$ cat config.mk
export PLATFORM = sky130hd
export DESIGN_NAME = cwt_top
export DESIGN_NICKNAME = d
export VERILOG_FILES = /design/src/cwt_pkg.sv /design/src/cwt_prescale.sv /design/src/cwt_top.sv
export SDC_FILE = /design/constraint.sdc
export NUM_CORES = 1
export LEC_CHECK = 0
export BUFFER_PORTS_ARGS = -buffer_cell sky130_fd_sc_hd__buf_2
export CORE_MARGIN = 4
export CORE_UTILIZATION = 55
export DETAILED_ROUTE_END_ITERATION = 7
export PLACE_DENSITY = 0.75
export SYNTH_ARGS = -nofsm -noshare
export SYNTH_HDL_FRONTEND = slang
export SYNTH_HIERARCHICAL = 1
export SYNTH_SLANG_ARGS = --single-unit
$ cat constraint.sdc
create_clock -name clk_i -period 3.2 [get_ports clk_i]
set_input_delay 0.32 -clock clk_i [delete_from_list [all_inputs] [get_ports clk_i]]
set_output_delay 0.32 -clock clk_i [all_outputs]
set_load 0.02 [all_outputs]
$ cat src/cwt_pkg.sv
// ============================================================
// shared constants and types of the carrier wave timer
package cwt_pkg;

    // register port widths
    localparam int ADDR_W = 4;
    localparam int DATA_W = 8;

    // register offsets, one per instruction-level operation
    localparam logic [3:0] ADR_CTRL      = 4'h0; // control, read/write
    localparam logic [3:0] ADR_COUNT_LOW = 4'h1; // write count and low reload, read count
    localparam logic [3:0] ADR_COPY_LOW  = 4'h2; // write: count takes low reload
    localparam logic [3:0] ADR_HIGH      = 4'h3; // high reload, read/write
    localparam logic [3:0] ADR_INT_STAT  = 4'h4; // sticky event status, read only
    localparam logic [3:0] ADR_INT_CLR   = 4'h5; // write one to clear status, write only
    localparam logic [3:0] ADR_INT_EN    = 4'h6; // interrupt enable
    localparam logic [3:0] ADR_SKIP_2ND  = 4'h7; // read: second flag, cleared when set
    localparam logic [3:0] ADR_SKIP_1ST  = 4'h8; // read: first flag, cleared when set

    // control bit positions
    localparam int CTL_RUN    = 0;
    localparam int CTL_SRC    = 1;
    localparam int CTL_CARRIER_OUTPUT_PIN   = 2;
    localparam int CTL_EXPAND = 3;

    // event bit positions in status and enable
    localparam int EV_2ND = 0;
    localparam int EV_1ST = 1;

    // reset values
    localparam logic [3:0] CTRL_RST  = 4'h0;
    localparam logic [7:0] BYTE_RST  = 8'h00;
    localparam logic [1:0] EV_RST    = 2'h0;

    // system clock of the timer is clk/2, its half is clk/4
    localparam int         CLK_MHZ      = 50;
    localparam logic [1:0] SRC_LAST_SYS = 2'h1; // prescaler terminal, 2 clk period
    localparam logic [1:0] SRC_LAST_HLF = 2'h3; // prescaler terminal, 4 clk period
    localparam logic [1:0] STR_SYS      = 2'h1; // half source period, in clk
    localparam logic [1:0] STR_HLF      = 2'h2;
    localparam logic [1:0] STR_NONE     = 2'h0;
    localparam logic [1:0] STR_LAST     = 2'h1;
    localparam logic [7:0] CNT_ZERO     = 8'h00;
    localparam logic [7:0] CNT_ONE      = 8'h01;

    // control register layout
    typedef struct packed {
        logic expand;
        logic carrier_output_pin_en;
        logic src_half;
        logic run;
    } cwt_ctrl_t;

    // register port request
    typedef struct packed {
        logic              wr;
        logic              rd;
        logic [ADDR_W-1:0] addr;
        logic [DATA_W-1:0] wdata;
    } cwt_req_t;

endpackage : cwt_pkg

$ cat src/cwt_prescale.sv
`timescale 1ns/1ps
`default_nettype none
// ============================================================
// count source prescaler: one tick per source period
module cwt_prescale (
    // clock and reset
    input  wire logic       clk_i,
    input  wire logic       rst_b_i,
    // control
    input  wire logic       clear_i,
    input  wire logic       half_i,
    // count pulse
    output logic            tick_o
);
    logic [1:0] cnt_r;
    logic [1:0] cnt_nxt;
    logic [1:0] last;

    // restarting on clear keeps the first period after start a full one
    always_comb begin
        last    = half_i ? cwt_pkg::SRC_LAST_HLF : cwt_pkg::SRC_LAST_SYS;
        cnt_nxt = (clear_i || cnt_r == last) ? 2'h0 : 2'(cnt_r + 2'h1);
    end

    always_ff @(posedge clk_i or negedge rst_b_i) begin
        if (!rst_b_i) begin
            cnt_r <= 2'h0;
        end else begin
            cnt_r <= cnt_nxt;
        end
    end

    assign tick_o = !clear_i && cnt_r == last;

endmodule : cwt_prescale
`default_nettype wire

$ cat src/cwt_top.sv
// Function
// - count pulse at zero sets second flag, reloads low value, keeps counting
// - low reload n divides the count source by n plus one
// - carrier enable gives carrier: low from low reload, high from high reload
// - carrier mode: underflow ending low phase reloads high value, sets flag
// - carrier mode: later underflows set flag, reload low and high alternately
// - no expansion: high interval is n plus one source periods
// - expansion: high interval is n plus one and a half periods
// - low interval is m plus one source periods
// - count readable by read instruction; software stops counter first
// - each timer underflow sets its flag; skip instruction tests it
// - skip finding a flag set clears that flag
// - reset clears both underflow flags
// - control: run, source half, carrier enable, high expansion
// - load count with low, copy low to count, load high reload
//
// The placing of the registers and the plain strobed port were decided locally.
`timescale 1ns/1ps
`default_nettype none
module cwt_top (
    // clock and reset
    input  wire logic       clk_i,
    input  wire logic       rst_b_i,
    // register port
    input  wire logic [3:0] addr_i,
    input  wire logic [7:0] wdata_i,
    input  wire logic       wr_i,
    input  wire logic       rd_i,
    output logic      [7:0] rdata_o,
    // first timer underflow event, same clock
    input  wire logic       first_underflow_i,
    // outputs
    output logic            carrier_output_pin_o,
    output logic            irq_o
);
    // ============================================================
    // state
    typedef struct packed {
        cwt_pkg::cwt_ctrl_t ctrl;
        logic [7:0]         count;
        logic [7:0]         low;
        logic [7:0]         high;
        logic               phase_high;
        logic [1:0]         stretch;
        logic               flag_1st;
        logic               flag_2nd;
        logic [1:0]         int_stat;
        logic [1:0]         int_en;
        logic [7:0]         rdata;
        logic               carrier;
        logic               irq;
    } cwt_state_t;

    cwt_state_t       st_r;
    cwt_state_t       st_nxt;
    cwt_pkg::cwt_req_t req;
    logic             tick;
    logic             underflow;
    logic             skip2_hit;
    logic             skip1_hit;

    assign req = '{wr: wr_i, rd: rd_i, addr: addr_i, wdata: wdata_i};

    // ============================================================
    // count source
    // prescaler held while stopped or during the high stretch
    cwt_prescale u_pre (
        .clk_i   (clk_i),
        .rst_b_i (rst_b_i),
        .clear_i (!st_r.ctrl.run || st_r.stretch != cwt_pkg::STR_NONE),
        .half_i  (st_r.ctrl.src_half),
        .tick_o  (tick)
    );

    // underflow: the pulse that arrives while the count is zero
    assign underflow = tick && st_r.count == cwt_pkg::CNT_ZERO;
    assign skip2_hit = req.rd && req.addr == cwt_pkg::ADR_SKIP_2ND && st_r.flag_2nd;
    assign skip1_hit = req.rd && req.addr == cwt_pkg::ADR_SKIP_1ST && st_r.flag_1st;

    // ============================================================
    // next state
    always_comb begin
        st_nxt = st_r;

        // counting; stretch runs down a half source period
        if (st_r.stretch != cwt_pkg::STR_NONE) begin
            st_nxt.stretch = 2'(st_r.stretch - 2'h1);
        end
        if (underflow) begin
            if (st_r.ctrl.carrier_output_pin_en && !st_r.phase_high) begin
                st_nxt.count      = st_r.high;
                st_nxt.phase_high = 1'b1;
            end else begin
                st_nxt.count      = st_r.low;
                st_nxt.phase_high = 1'b0;
                if (st_r.ctrl.carrier_output_pin_en && st_r.ctrl.expand) begin
                    // high stays up half a period longer than the count
                    st_nxt.stretch = st_r.ctrl.src_half ? cwt_pkg::STR_HLF
                                                        : cwt_pkg::STR_SYS;
                end
            end
        end else if (tick) begin
            st_nxt.count = 8'(st_r.count - cwt_pkg::CNT_ONE);
        end

        // skip instructions clear a set flag, a new event wins
        if (skip2_hit) begin
            st_nxt.flag_2nd = 1'b0;
        end
        if (skip1_hit) begin
            st_nxt.flag_1st = 1'b0;
        end
        if (underflow) begin
            st_nxt.flag_2nd = 1'b1;
        end
        if (first_underflow_i) begin
            st_nxt.flag_1st = 1'b1;
        end

        // register writes
        if (req.wr) begin
            case (req.addr)
                cwt_pkg::ADR_CTRL: begin
                    st_nxt.ctrl = cwt_pkg::cwt_ctrl_t'(req.wdata[3:0]);
                    if (!req.wdata[cwt_pkg::CTL_CARRIER_OUTPUT_PIN]) begin
                        st_nxt.phase_high = 1'b0;
                        st_nxt.stretch    = cwt_pkg::STR_NONE;
                    end
                end
                cwt_pkg::ADR_COUNT_LOW: begin
                    st_nxt.count = req.wdata;
                    st_nxt.low   = req.wdata;
                end
                cwt_pkg::ADR_COPY_LOW: st_nxt.count = st_r.low;
                cwt_pkg::ADR_HIGH:     st_nxt.high  = req.wdata;
                cwt_pkg::ADR_INT_EN:   st_nxt.int_en = req.wdata[1:0];
                default: ;
            endcase
        end

        // sticky events: clear by writing ones, a set in the same cycle wins
        if (req.wr && req.addr == cwt_pkg::ADR_INT_CLR) begin
            st_nxt.int_stat = st_r.int_stat & ~req.wdata[1:0];
        end
        st_nxt.int_stat[cwt_pkg::EV_2ND] = st_nxt.int_stat[cwt_pkg::EV_2ND] | underflow;
        st_nxt.int_stat[cwt_pkg::EV_1ST] = st_nxt.int_stat[cwt_pkg::EV_1ST]
                                           | first_underflow_i;

        // read data, valid only the cycle after the strobe
        st_nxt.rdata = cwt_pkg::BYTE_RST;
        if (req.rd) begin
            case (req.addr)
                cwt_pkg::ADR_CTRL:      st_nxt.rdata = {4'h0, st_r.ctrl};
                cwt_pkg::ADR_COUNT_LOW: st_nxt.rdata = st_r.count;
                cwt_pkg::ADR_HIGH:      st_nxt.rdata = st_r.high;
                cwt_pkg::ADR_INT_STAT:  st_nxt.rdata = {6'h00, st_r.int_stat};
                cwt_pkg::ADR_INT_EN:    st_nxt.rdata = {6'h00, st_r.int_en};
                cwt_pkg::ADR_SKIP_2ND:  st_nxt.rdata = {7'h00, st_r.flag_2nd};
                cwt_pkg::ADR_SKIP_1ST:  st_nxt.rdata = {7'h00, st_r.flag_1st};
                default:                st_nxt.rdata = cwt_pkg::BYTE_RST;
            endcase
        end

        // carrier: high during the high count and its stretch
        st_nxt.carrier = st_nxt.ctrl.carrier_output_pin_en
                         && (st_nxt.phase_high || st_nxt.stretch != cwt_pkg::STR_NONE);
        st_nxt.irq     = |(st_nxt.int_stat & st_nxt.int_en);
    end

    // ============================================================
    // registers
    always_ff @(posedge clk_i or negedge rst_b_i) begin
        if (!rst_b_i) begin
            st_r            <= '0;
            st_r.ctrl       <= cwt_pkg::cwt_ctrl_t'(cwt_pkg::CTRL_RST);
            st_r.flag_1st   <= 1'b0;
            st_r.flag_2nd   <= 1'b0;
            st_r.int_stat   <= cwt_pkg::EV_RST;
            st_r.int_en     <= cwt_pkg::EV_RST;
        end else begin
            st_r <= st_nxt;
        end
    end

    assign rdata_o              = st_r.rdata;
    assign carrier_output_pin_o = st_r.carrier;
    assign irq_o                = st_r.irq;

    // ============================================================
    // checks
    AST_FLAG_SET: assert property (@(posedge clk_i) disable iff (!rst_b_i)
        underflow |=> st_r.flag_2nd) else $error("underflow did not set flag");

    AST_RELOAD_LOW: assert property (@(posedge clk_i) disable iff (!rst_b_i)
        underflow && !st_r.ctrl.carrier_output_pin_en && !wr_i |=> st_r.count == $past(st_r.low))
        else $error("no reload from low value");

    AST_RELOAD_HIGH: assert property (@(posedge clk_i) disable iff (!rst_b_i)
        underflow && st_r.ctrl.carrier_output_pin_en && !st_r.phase_high && !wr_i
        |=> st_r.count == $past(st_r.high) && st_r.phase_high && carrier_output_pin_o)
        else $error("no reload from high value");

    AST_ALTERNATE: assert property (@(posedge clk_i) disable iff (!rst_b_i)
        underflow && st_r.ctrl.carrier_output_pin_en && st_r.phase_high && !wr_i
        |=> !st_r.phase_high && st_r.count == $past(st_r.low))
        else $error("phases do not alternate");

    AST_DECREMENT: assert property (@(posedge clk_i) disable iff (!rst_b_i)
        tick && st_r.count != cwt_pkg::CNT_ZERO && !wr_i
        |=> st_r.count == $past(st_r.count) - cwt_pkg::CNT_ONE)
        else $error("count did not step down");

    AST_STRETCH: assert property (@(posedge clk_i) disable iff (!rst_b_i)
        underflow && st_r.phase_high && st_r.ctrl.carrier_output_pin_en && st_r.ctrl.expand
        && !st_r.ctrl.src_half && !wr_i |=> carrier_output_pin_o ##1 !carrier_output_pin_o)
        else $error("high stretch wrong length");

    AST_NO_CARRIER: assert property (@(posedge clk_i) disable iff (!rst_b_i)
        !st_r.ctrl.carrier_output_pin_en && !wr_i |=> !carrier_output_pin_o)
        else $error("carrier without enable");

    AST_SKIP_CLEAR: assert property (@(posedge clk_i) disable iff (!rst_b_i)
        skip2_hit && !underflow |=> !st_r.flag_2nd && rdata_o == 8'h01)
        else $error("skip did not clear flag");

    AST_SET_WINS: assert property (@(posedge clk_i) disable iff (!rst_b_i)
        skip2_hit && underflow |=> st_r.flag_2nd)
        else $error("event lost on clear");

    // the first timer flag follows the same priority as the second
    AST_SET_WINS_1ST: assert property (@(posedge clk_i) disable iff (!rst_b_i)
        skip1_hit && first_underflow_i |=> st_r.flag_1st)
        else $error("first timer event lost on clear");

    AST_READ_COUNT: assert property (@(posedge clk_i) disable iff (!rst_b_i)
        rd_i && addr_i == cwt_pkg::ADR_COUNT_LOW |=> rdata_o == $past(st_r.count))
        else $error("count read wrong");

    AST_STOP_HOLD: assert property (@(posedge clk_i) disable iff (!rst_b_i)
        !st_r.ctrl.run && !wr_i |=> $stable(st_r.count))
        else $error("count moved while stopped");

    AST_RESET_FLAGS: assert property (@(posedge clk_i)
        $rose(rst_b_i) |-> !st_r.flag_1st && !st_r.flag_2nd)
        else $error("flags not cleared by reset");

endmodule : cwt_top
`default_nettype wire

==> impl_results.md <==
- Status: finished clean
- Worst hold path type: in -> async
- Share of layout cells above drive strength 1: 0.2913
- Post-Layout Cell Count: between 300 and 400
- # rows: 24
- Worst clock skew: 0.006686 ns
- Routed vias/inst: roughly 6.2
- Slew Limit Fails: 0
- N_diodes: 0
- Crit path max fanout: 8
- Slack of the critical path: 0.7026 ns
- Min Hold Slack: 0.2139 ns
- # setup viols final: 0
- Mapped Nets: about 260
- Flops & latches, synth: about 50
- Min cycle time layout: between 2 and 2.5 ns
- Design Power: ~1.9 mW
- Final #Nets: 271
- Routed WL: approximately 5.7 mm
- Multi-input logic area: 1220 um^2
- Sequential area share after synthesis: 0.4730
- Place WS: 0.7044 ns
- Reg area: 1226 um^2
- # fillers: 359
- Antenna Nets Post-Route: 0
- Worst-margin pin slew: ~1.1 ns
- First-pass DRT Iterations: 4
- Critical Path AT: around 2.7 ns
- Power per Cell Area: between 600 and 700 nW/um^2
- Max Cap Viol: 0
- CTS Buffer Depth: 2
- Ys async rst share: 1.000
- Clk root buf: clkbuf_8
- Synth Cell Area: roughly 2600 um^2
- # Post-CTS Setup Buffers: 0
- Routed via count: 1900
- CTS tree: yes
- Hold Vio Cnt, Final: 0
- Largest net degree at the start of global routing: 50
- Port buffer count: 26
- CTS sink cnt: 49
- DRC: 0
- Post-CTS sizing: 0
- Yosys warning count: 6
- Clk_lat worst skew: around 0.3 ns
- Cells after Synth: between 200 and 250
- Core area: ~4400 um^2
- Initial DRC Count: roughly 160
- Initial antenna violation count: 0
- Max Freq: roughly 400 MHz
- CTS Buf Count: 5
- Yosys cell types: 55
- All-Layer GR Usage: 0.2067
- Mean post-synth cell area: ~11 um^2
- Worst setup EP type: flop
- Clk pin slew, worst setup/hold paths: about 0.09 ns
- Setup TNS: 0 ns
- Post-synth EDFFs: 0
- Number of global-route vias before repair: 1889
- DP HPWL: roughly 4.1 mm
- Setup repair after global routing missed its margin: false
- DR WL/cell: 18.53 um
- Final Wtd Congestion: between 0.8 and 0.9
- Leak: roughly 1.3 nW
- Peak VDD IR: between 0.3 and 0.4 mV
- GR Overflow Total: 0
- Slew HR: 0.2820
- Chip Width: approximately 77 um
- First-pass GRT wire length: around 9.6 mm
- Placed insts: between 200 and 300
- Top FF cell, synth: dfrtp_1
- Required @ worst endpoint: 3.45 ns
- Hold-fix buffers, CTS: 0
- H-tree levels: 2
- Starting Density: 0.5833
- DIE HEIGHT: between 70 and 80 um
- Crit Path Category: reg -> reg
- Final period utilization: 0.7804
- Die area: between 5000 and 6000 um^2
- Startpoint types: flop
- Io pins: 27
- Area Overhead vs Synth: 8.929%
[cell usage in the layout, fill, tap and decap left out, types with 2 or more instances in the layout]
cell type	n
nand2b_1	3
a21oi_1	6
a21o_1	3
mux2i_1	14
mux2_2	26
dfrtp_1	49
nand2_1	8
bufinv_16	2
a221o_1	2
nor3b_1	2
and2_1	2
nor2_1	18
a211oi_1	2
o21ai_0	9
buf_4	3
nand3b_1	3
o31ai_1	2
buf_2	26
xor2_1	3
nor2b_1	7
a221oi_1	2
o2111ai_1	2
a22oi_1	6
and3_1	2
or4_4	2
nand3_1	9
nor3_1	3
inv_1	7
clkbuf_8	5
[synthesized netlist by cell type, types with 2 or more instances]
master      n  share of area
a221oi_1    2         0.0068
a22oi_1     6          0.017
inv_1       7          0.010
nand3b_1    3         0.0087
xor2_1      3          0.010
and3_1      2         0.0048
a21oi_1     6          0.012
dfrtp_1    49           0.47
o2111ai_1   2         0.0068
buf_4       8          0.023
and2_1      2         0.0048
nand3_1     9          0.017
a221o_1     2         0.0077
nand2b_1    3         0.0072
nor3b_1     2         0.0058
nor2_1     18          0.026
nor2b_1     7          0.017
buf_2       3         0.0058
or4_4       2         0.0087
mux2i_1    14          0.054
nor3_1      3         0.0058
a21o_1      3         0.0087
nand2_1     8          0.012
clkbuf_1    8          0.012
o31ai_1     2         0.0058
mux2_2     26           0.11
o21ai_0     9          0.017
a211oi_1    2         0.0058
[routing by layer]
metal | GRT usage | part of all wire
met5 | 0 | 0
met4 | 0.06703 | 0.020
met3 | 0.03396 | 0.037
met2 | 0.3409 | 0.48
met1 | 0.2788 | 0.46
[sequential cells by signal (all words and copies together) (netlist names)]
name and cells:
carrier_output_pin_o 1, irq_o 1, rdata_o 8, st_r 37, u_pre/cnt_r 2
[worst paths after layout]
check | startpoint | end | slack [ns] | cells past startpoint
worst max-delay path | st_r[17] | st_r[41] | 0.70 | 8
worst min-delay path | rst_b_i | carrier_output_pin_o | 0.21 | 1
worst max register to register | st_r[17] | st_r[41] | 0.70 | 8
worst min register to register | u_pre/cnt_r[0] | u_pre/cnt_r[0] | 0.48 | 1
max in group asynchronous | rst_b_i | st_r[19] | 2.34 | 1
min in group clk_i | first_underflow_i | st_r[15] | 0.23 | 2
[metrics by stage]
stage / util / instance area [um^2]
floorplan: - / 2592
global placement: 0.6053 / 2690
detailed placement: 0.6053 / 2690
CTS: 0.6354 / 2824
global route: 0.6354 / 2824
finish: 0.6354 / 2824
[where the power goes]
group	leakage [nW]	switching, mW	internal (mW)
registers	0.616	0.146	0.758
logic	0.602	0.224	0.235
clock network	0.0681	0.206	0.310
[area by class of cell]
cell class                      instances  share of cell area
Sequential cell                        49              0.4342
Multi-Input combinational cell        161              0.4320
Timing Repair Buffer                   29             0.05405
Clock buffer                            5             0.02437
Clock inverter                          3             0.02304
Tap cell                               52             0.02304
Inverter                                7            0.009304
[cells by family (layout without fill, tap and decap cells)]
| kind of cell | count (synthesis) | count (layout) | share of synthesized area |
|---|---|---|---|
| muxes | 41 | 41 | 0.1728 |
| AOI/OAI and AO/OA | 43 | 43 | 0.1192 |
| xor gates and xnor gates | 4 | 4 | 0.01352 |
| and+or+nand+nor | 72 | 72 | 0.1602 |
| DFF | 49 | 49 | 0.4730 |
| adders and majority gates | 1 | 1 | 0.004825 |
| buffers and inverters | 28 | 44 | 0.05647 |
[critical path, stage by stage (launching register included)]
cell,delay (ns)
dfrtp_1,0.42
nor2_1,0.11
nand2_1,0.09
nor3b_1,0.21
buf_4,0.18
nand3b_1,0.22
or4_2,0.62
a2111oi_0,0.41
a311o_1,0.19
(Power assumes the default switching activity.)
